==> src/sad_pkg.sv <==
// Shared constants of the averaging decimator link and its two ends.
// Assumes both ends run from one 50 MHz core clock each.
package sad_pkg;
  // ----------------------------------------
  // Widths
  // ----------------------------------------
  localparam int unsigned RESULT_W = 24;
  localparam int unsigned COUNT_W  = 16;
  localparam int unsigned WORD_W   = RESULT_W + COUNT_W;
  localparam int unsigned ACC_W    = 48;
  localparam int unsigned N_W      = 17;
  localparam int unsigned SCNT_W   = 5;
  localparam int unsigned BITS_W   = 6;
  // ----------------------------------------
  // Filter limits
  // ----------------------------------------
  localparam logic [N_W-1:0]     N_MAX      = 17'h10000;
  localparam logic [N_W-1:0]     N_SAT      = 17'h10001;
  localparam logic [4:0]         SHIFT_MAX  = 5'h10;
  localparam logic [COUNT_W-1:0] COUNT_SAT  = 16'hffff;
  localparam logic signed [ACC_W-1:0] OUT_POS = 48'sh0000007fffff;
  localparam logic signed [ACC_W-1:0] OUT_NEG = -48'sh000000800000;
  // ----------------------------------------
  // Link thresholds
  // ----------------------------------------
  localparam logic [SCNT_W-1:0] SCK_TERM  = 5'h14;
  localparam logic [BITS_W-1:0] SCK_TERM6 = 6'h14;
  localparam logic [BITS_W-1:0] BITS_FULL = 6'h28;
  // ----------------------------------------
  // Timing
  // ----------------------------------------
  localparam int unsigned CLK_PERIOD_NS = 20;
  localparam int unsigned CONV_TIME_NS  = 392;
  localparam int unsigned CONV_CYCLES   = CONV_TIME_NS / CLK_PERIOD_NS;
  localparam int unsigned SCK_HALF_CYC  = 4;
  localparam int unsigned TRIG_HIGH_CYC = 2;
endpackage

==> src/sad_link_if.sv <==
// Serial link between the averaging converter and its reading host.
// Assumes all four lines are point to point and one way.
interface sad_link_if;
  logic conversion_trigger;
  logic sck;
  logic busy;
  logic sdo;
  modport device (input conversion_trigger, input sck, output busy, output sdo);
  modport host   (output conversion_trigger, output sck, input busy, input sdo);
endinterface

==> src/sad_device.sv <==
// Converter end: conversion timing, averaging filter and 40-bit output shifter.
// Assumes SAMPLE_IN carries the converter core result, stable around the trigger.
// Contract
// - Average from 1 up to 65536 results.
// - All averaged samples carry equal weight.
// - Result register holds latest 24-bit sample.
// - Averages load into the output shift register.
// - Reading every cycle mirrors the result register.
// - Host may clock only 20 bits.
// - Keep accumulating while no read started.
// - Read start resets the filter.
// - Average spans read start to read start.
// - Divide by next power of two.
// - Host limits rate for single-cycle reads.
// - Host averages four for fastest rate.
// - 1 to 19 clocks keep output register.
// - First clock starts read; terminate first.
// - 0 or over 19 clocks reload output.
// - Host may split read into groups.
// - Busy high throughout each conversion.
// - Weight stops at 65536, accumulation continues.
// - 16-bit count N-1 follows the result.
// - Count saturates at its maximum value.
module sad_device #(
  parameter int unsigned CONV_CYC = sad_pkg::CONV_CYCLES
) (
  input  wire logic                          CORE_CLK,
  input  wire logic                          RESET_N,
  sad_link_if.device                         LINK,
  input  wire logic [sad_pkg::RESULT_W-1:0]  SAMPLE_IN,
  output logic      [sad_pkg::RESULT_W-1:0]  RESULT_REG,
  output logic                               READ_ACTIVE
);
  import sad_pkg::*;

  generate
    if (CONV_CYC < 1 || CONV_CYC > 255) begin : g_bad_conv
      $error("CONV_CYC must lie in 1..255");
    end
  endgenerate

  localparam logic [7:0] CONV_LAST = 8'(CONV_CYC - 1);

  // ----------------------------------------
  // Input synchronisers
  // ----------------------------------------
  logic [1:0] trig_sync;
  logic [1:0] sck_sync;
  logic       trig_prev;
  logic       sck_prev;

  always_ff @(posedge CORE_CLK) begin
    if (!RESET_N) begin
      trig_sync <= 2'h0;
      sck_sync  <= 2'h0;
      trig_prev <= 1'b0;
      sck_prev  <= 1'b0;
    end else begin
      trig_sync <= {trig_sync[0], LINK.conversion_trigger};
      sck_sync  <= {sck_sync[0], LINK.sck};
      trig_prev <= trig_sync[1];
      sck_prev  <= sck_sync[1];
    end
  end

  wire trig_rise = trig_sync[1] & ~trig_prev;
  wire sck_rise  = sck_sync[1] & ~sck_prev;

  // ----------------------------------------
  // Conversion timing
  // ----------------------------------------
  logic                busy;
  logic [7:0]          conv_cnt;
  logic [RESULT_W-1:0] sample;

  // A trigger during a conversion is ignored; a conversion cannot restart
  wire conv_start = trig_rise & ~busy;
  wire conv_done  = busy & (conv_cnt == CONV_LAST);

  always_ff @(posedge CORE_CLK) begin
    if (!RESET_N) begin
      busy     <= 1'b0;
      conv_cnt <= 8'h0;
      sample   <= '0;
    end else if (conv_start) begin
      busy     <= 1'b1;
      conv_cnt <= 8'h0;
      sample   <= SAMPLE_IN;
    end else if (conv_done) begin
      busy     <= 1'b0;
    end else if (busy) begin
      conv_cnt <= conv_cnt + 8'h1;
    end
  end

  always_ff @(posedge CORE_CLK) begin
    if (!RESET_N) begin
      RESULT_REG <= '0;
    end else if (conv_done) begin
      RESULT_REG <= sample;
    end
  end

  // ----------------------------------------
  // Read tracking
  // ----------------------------------------
  logic              reading;
  logic [SCNT_W-1:0] sck_cnt;

  // Clocks are counted per window between two busy falling edges
  wire terminate  = (sck_cnt == '0) | (sck_cnt >= SCK_TERM);
  wire load_out   = conv_done & terminate;
  // A rise in the very cycle that ends a read opens the next one and clears the filter
  wire read_start = sck_rise & (~reading | load_out);

  always_ff @(posedge CORE_CLK) begin
    if (!RESET_N) begin
      sck_cnt <= '0;
    end else if (conv_done) begin
      sck_cnt <= {{(SCNT_W-1){1'b0}}, sck_rise};
    end else if (sck_rise && sck_cnt < SCK_TERM) begin
      sck_cnt <= sck_cnt + 5'h1;
    end
  end

  always_ff @(posedge CORE_CLK) begin
    if (!RESET_N) begin
      reading <= 1'b0;
    end else if (load_out) begin
      reading <= sck_rise;
    end else if (read_start) begin
      reading <= 1'b1;
    end
  end

  always_ff @(posedge CORE_CLK) begin
    if (!RESET_N) begin
      READ_ACTIVE <= 1'b0;
    end else begin
      READ_ACTIVE <= reading;
    end
  end

  // ----------------------------------------
  // Averaging filter
  // ----------------------------------------
  logic signed [ACC_W-1:0] acc;
  logic        [N_W-1:0]   n_avg;

  // Smallest power of two not below n, capped once n passes 65536
  function automatic logic [4:0] weight_shift(input logic [N_W-1:0] n);
    logic [4:0] s;
    s = SHIFT_MAX;
    for (int k = 16; k >= 0; k--) begin
      if ((17'h1 << k) >= n) begin
        s = 5'(k);
      end
    end
    return s;
  endfunction

  wire signed [ACC_W-1:0] sample_ext = {{(ACC_W-RESULT_W){sample[RESULT_W-1]}}, sample};
  // Every sample adds with unit weight: a boxcar of N equal taps
  wire signed [ACC_W-1:0] load_sum   = acc + sample_ext;
  // Counter stops one past 65536 so the count field can still saturate
  wire        [N_W-1:0]   load_n     = (n_avg >= N_SAT) ? N_SAT : n_avg + 17'h1;
  wire        [4:0]       shift_amt  = weight_shift(load_n);
  wire signed [ACC_W-1:0] avg_full   = load_sum >>> shift_amt;
  // Beyond 65536 samples the sum can outgrow the output, so it clips at full scale
  wire        [RESULT_W-1:0] avg_out = (avg_full > OUT_POS) ? OUT_POS[RESULT_W-1:0] :
                                       (avg_full < OUT_NEG) ? OUT_NEG[RESULT_W-1:0] :
                                       avg_full[RESULT_W-1:0];
  wire        [COUNT_W-1:0]  cnt_out = (load_n > N_MAX) ? COUNT_SAT :
                                       16'(load_n - 17'h1);

  // A read start clears the sum; a conversion ending in that same cycle opens the new block
  wire signed [ACC_W-1:0] next_acc = read_start ? (conv_done ? sample_ext : '0) :
                                     (conv_done ? load_sum : acc);
  wire        [N_W-1:0]   next_n   = read_start ? (conv_done ? 17'h1 : '0) :
                                     (conv_done ? load_n : n_avg);

  always_ff @(posedge CORE_CLK) begin
    if (!RESET_N) begin
      acc   <= '0;
      n_avg <= '0;
    end else begin
      acc   <= next_acc;
      n_avg <= next_n;
    end
  end

  // ----------------------------------------
  // Output shift register
  // ----------------------------------------
  logic [WORD_W-1:0] out_shift;

  always_ff @(posedge CORE_CLK) begin
    if (!RESET_N) begin
      out_shift <= '0;
    end else if (load_out) begin
      out_shift <= {avg_out, cnt_out};
    end else if (sck_rise) begin
      out_shift <= {out_shift[WORD_W-2:0], 1'b0};
    end
  end

  assign LINK.busy = busy;
  assign LINK.sdo  = out_shift[WORD_W-1];
endmodule

==> src/flat_wrapper.sv <==
// flat-port wrapper written by rule: the top's interface ports become plain ports
module sad_device_flat import sad_pkg::*;
#(
  parameter int unsigned CONV_CYC = sad_pkg::CONV_CYCLES
)
  (CORE_CLK, RESET_N, SAMPLE_IN, RESULT_REG, READ_ACTIVE, LINK_conversion_trigger, LINK_sck, LINK_busy, LINK_sdo);
  sad_link_if LINK_i ();
  input  wire logic CORE_CLK;
  input  wire logic RESET_N;
  input  wire logic [sad_pkg::RESULT_W-1:0] SAMPLE_IN;
  output logic      [sad_pkg::RESULT_W-1:0] RESULT_REG;
  output logic READ_ACTIVE;
  input wire logic [$bits(LINK_i.conversion_trigger)-1:0] LINK_conversion_trigger;
  input wire logic [$bits(LINK_i.sck)-1:0] LINK_sck;
  output wire logic [$bits(LINK_i.busy)-1:0] LINK_busy;
  output wire logic [$bits(LINK_i.sdo)-1:0] LINK_sdo;
  assign LINK_i.conversion_trigger = LINK_conversion_trigger;
  assign LINK_i.sck = LINK_sck;
  assign LINK_busy = LINK_i.busy;
  assign LINK_sdo = LINK_i.sdo;
  sad_device #(.CONV_CYC(CONV_CYC)) u_core (.CORE_CLK(CORE_CLK), .RESET_N(RESET_N), .LINK(LINK_i), .SAMPLE_IN(SAMPLE_IN), .RESULT_REG(RESULT_REG), .READ_ACTIVE(READ_ACTIVE));
endmodule
==> config.mk <==
export PLATFORM = sky130hd
export DESIGN_NAME = sad_device_flat
export DESIGN_NICKNAME = d
export VERILOG_FILES = /design/src/sad_pkg.sv /design/src/sad_link_if.sv /design/src/sad_device.sv /design/src/flat_wrapper.sv
export SDC_FILE = /design/constraint.sdc
export NUM_CORES = 1
export LEC_CHECK = 0
export BUFFER_PORTS_ARGS = -buffer_cell sky130_fd_sc_hd__buf_2
export CAP_MARGIN = 10
export CELL_PAD_IN_SITES_DETAIL_PLACEMENT = 0
export CELL_PAD_IN_SITES_GLOBAL_PLACEMENT = 1
export CORE_MARGIN = 2
export CORE_UTILIZATION = 40
export CTS_BUF_LIST = sky130_fd_sc_hd__clkbuf_4 sky130_fd_sc_hd__clkbuf_8
export DETAILED_ROUTE_END_ITERATION = 10
export PLACE_DENSITY_LB_ADDON = 0.12
export REMOVE_ABC_BUFFERS = 1
export SLEW_MARGIN = 25
export SYNTH_ARGS = -nofsm -noshare
export SYNTH_HDL_FRONTEND = slang
export SYNTH_SLANG_ARGS = --single-unit
==> constraint.sdc <==
create_clock -name CORE_CLK -period 6.4 [get_ports CORE_CLK]
set_input_delay 0.32 -clock CORE_CLK [delete_from_list [all_inputs] [get_ports CORE_CLK]]
set_output_delay 0.32 -clock CORE_CLK [all_outputs]
set_load 0.05 [all_outputs]
==> reports/results.tsv <==
metric	value	unit
outcome	finished clean	
Final setup viols	0	
placed insts	2578	
Filler cells	3860	
final routed DRC violation total	0	
Final Net Count	2240	
first-pass GRT wire length	88000	um
fmax	164	MHz
slew margin rel.	0.346	
Min Clock Period, post-route	6110	ps
antenna fix cells	0	
mux cell area share after synthesis	0.0626	
die height	197	um
Tcrit/Tclk final	0.954	
Simple-Gate Fraction of Synth Area	0.254	
largest net degree at the start of global routing	63	
Worst EP arrival	6500	ps
Syn-to-layout area delta	10.4	%
Routed WL	55500	um
CP Launch Type	flip-flop	
Reg2Reg Launch Point	u_core.n_avg[1]	
Synth Area in Compound Gates	0.304	
Fin. Hold Viols	0	
Final Skew	20.3	ps
worst-case hold path end point	u_core.out_shift[13]	
Initial Util	0.408	
Num CTS Buffers	17	
Crit Path Class	flip-flop to flip-flop	
P per Cell Area	128	nW/um2
R2R depth	20	
I/O Pins	55	
Num Clock Sinks	175	
DR pass1 iterations	7	
Adder-Cell Fraction of Synth Area	0.0482	
RSZ-0062 raised after global routing	no	
hold path depth	4	
Global Route Usage Sum	0.287	
share of flip-flops with an asynchronous set or reset	0	
DP Wirelength	40700	um
CTS tree	done	
Setup crit end kind	flip-flop	
post-synthesis register bit count	175	
Post-CTS Setup Bufs	0	
Cell Rows	70	
worst slew pin tran	978	ps
GR Overflow Total	0	
core area	36700	um2
Clock Tree Buf Depth	2	
wire per inst	21.1	um
full die area	39000	um2
Critical R2R Capture	u_core.out_shift[27]	
fin cells	2636	
CTS Root Cell	clkbuf_8	
Final Max Slew Viols	0	
port buffer count	54	
Antenna Violating Nets Remaining	0	
Synth Flop Type	dfxtp_1	
critical path data required time	6790	ps
post-synthesis sequential area ratio	0.234	
maxcap violations	0	
crit-path max FO	32	
Yosys Warn Count	0	
R2R Setup Slk	290	ps
drt via density	6.15	
XOR/XNOR Fraction of Synth Area	0.0433	
HP Class	input pin to flip-flop	
Final WS setup	291	ps
first-iteration detailed-routing DRC count	1543	
Post-Syn Instances	2135	
Die Wd	197	um
share of cells above drive strength 1	0.115	
vias in the first global route	15400	
worst slack, placed	99.0	ps
worst skew pair latency	540	ps
GPL Wtd Cong	0.988	
LEAKAGE	6.57	nW
multi-input logic area	10700	um2
Post-synth EDFFs	0	
CTS H-tree lvls	4	
Worst Hold Launch	RESET_N	
largest family of logic cells by synthesized area	compound AO/OA/AOI/OAI gates	
Unique masters post-synth	98	
initial antenna violation count	0	
vias	16200	
Mapped Area	15000	um2
Clk pin slew, worst setup/hold paths	100	ps
Worst VDD drop	0.155	mV
FF/Latch Area	3510	um2
mean post-synth cell area	7.01	um2
layer usage:
metal / up-vias / track usage / part of all wire
met2: 532 / 0.458 / 0.45
met1: 7760 / 0.405 / 0.47
met3: 80 / 0.0328 / 0.053
li1: 7832 / - / -
met4: 0 / 0.0847 / 0.023
met5: - / 0 / 0
layout make-up:
class | instances | area share
Inverter | 32 | 0.00757
Clock inverter | 12 | 0.00735
Tap cell | 468 | 0.0354
Sequential cell | 175 | 0.212
Multi-Input combinational cell | 1773 | 0.650
Clock buffer | 20 | 0.0163
Timing Repair Buffer | 156 | 0.0709
cell usage in the layout (no fill, tap or decap), types with 11 or more instances in the layout:
cell type	instances
and3_1	14
nand2b_1	12
o31ai_1	12
o211ai_1	20
ha_1	56
a31oi_1	26
clkbuf_8	19
nand2_1	370
nand3_1	62
a31o_2	12
mux2i_1	70
a21oi_1	267
dfxtp_1	173
and2_1	20
a22oi_1	33
a21o_1	19
xor2_1	28
a211o_1	11
o21a_1	14
xnor2_1	45
buf_2	54
dlygate4sd3_1	26
inv_1	29
mux2_2	18
o21ai_0	117
a211oi_1	26
o22ai_1	37
nor2_1	196
nor3_1	46
nor4_1	13
or3_1	15
nand4_1	23
buf_4	71
worst max-delay path: stages, from the launching register on:
cell and delay, ps:
dfxtp_2 470, inv_1 70, ha_1 170, or4_1 420, or4_4 450, o21a_4 340, a2111oi_1 540, o2bb2ai_1 260
nor3b_2 320, a41o_1 330, o22ai_4 170, buf_4 240, a21oi_1 160, o221ai_1 120, nor4_1 570, o2111ai_1 260
nor4_1 350, o32ai_2 170, nor2_2 120, buf_4 260, o22ai_1 130
per-stage QoR:
stage	TNS (ps)	total power (W)	cell area [um2]	utilization	hold slack, ps
after floorplan	-119420	0.00125	14300	-	412
after global placement	0	0.00133	15800	0.431	425
after detailed placement	0	0.00133	15800	0.431	427
after CTS	0	0.00215	16500	0.449	361
after global routing	0	0.00221	16500	0.450	396
final	0	0.00212	16500	0.450	414
registers in the layout, summed over array words and instances, names as in the netlist:
register            flops
u_core.READ_ACTIVE      1
u_core.sck_sync         2
u_core.sck_prev         1
u_core.sample          24
u_core.trig_prev        1
u_core.sck_cnt          5
u_core.acc             48
u_core.trig_sync        2
u_core.RESULT_REG      24
u_core.n_avg           17
u_core.out_shift       40
u_core.LINK.busy        1
u_core.conv_cnt         8
u_core.reading          1
where the power goes:
group	internal (W)	switching [W]	total, W
sequential	0.00110	0.0000104	0.00111
clock	0.000312	0.000493	0.000804
combinational	0.0000702	0.000141	0.000211
total	0.00148	0.000644	0.00212
synth_stat cells (all sizes together) (5+ instances only):
cell,number,share of area
a2111oi,9,0.0058
a211o,11,0.0064
a211oi,28,0.015
a21o,19,0.0095
a21oi,270,0.091
a221oi,8,0.0051
a22oi,33,0.017
a31o,12,0.0070
a31oi,28,0.012
a32oi,7,0.0041
a41oi,8,0.0047
and2,21,0.0088
and3,14,0.0059
and4,5,0.0029
buf,55,0.020
clkbuf,100,0.025
dfxtp,175,0.23
ha,56,0.047
inv,32,0.0082
mux2,18,0.014
mux2i,72,0.049
nand2,373,0.094
nand2b,12,0.0050
nand3,64,0.022
nand3b,6,0.0030
nand4,25,0.011
nor2,201,0.051
nor2b,10,0.0042
nor3,46,0.015
nor4,17,0.0094
nor4b,6,0.0039
o2111ai,7,0.0041
o211ai,20,0.010
o21a,16,0.0086
o21ai,125,0.042
o21bai,8,0.0040
o221ai,5,0.0029
o22ai,38,0.017
o31ai,13,0.0069
or2,8,0.0033
or3,15,0.0063
or4,6,0.0033
xnor2,46,0.027
xor2,28,0.016
what timing repair did:
item | in CTS | in global routing
resized for setup | 0 | 8
endpoints found under the hold margin | 26 | 0
hold buffers | 26 | 0
endpoints found under the setup margin | 0 | 23
cells by family after synthesis:
group	count (synthesis)
fa+ha+maj	57
compound gates	714
mux	90
simple gates	838
flops	175
xor+xnor	74
buf+inv	187
how the worst max path moves through the flow:
stage                                       to  slack (ps)  depth (start not counted)                from
after CTS                 u_core.out_shift[30]          60                         20     u_core.n_avg[1]
after floorplan                 u_core.acc[13]       -1910                         10  u_core.conv_cnt[0]
after detailed placement  u_core.out_shift[27]         100                         20     u_core.n_avg[1]
after global placement    u_core.out_shift[38]         120                         20     u_core.n_avg[1]
final                     u_core.out_shift[27]         290                         20     u_core.n_avg[1]
after global routing      u_core.out_shift[27]          20                         23     u_core.n_avg[1]
Note: power is estimated with default switching activity, not from simulation.
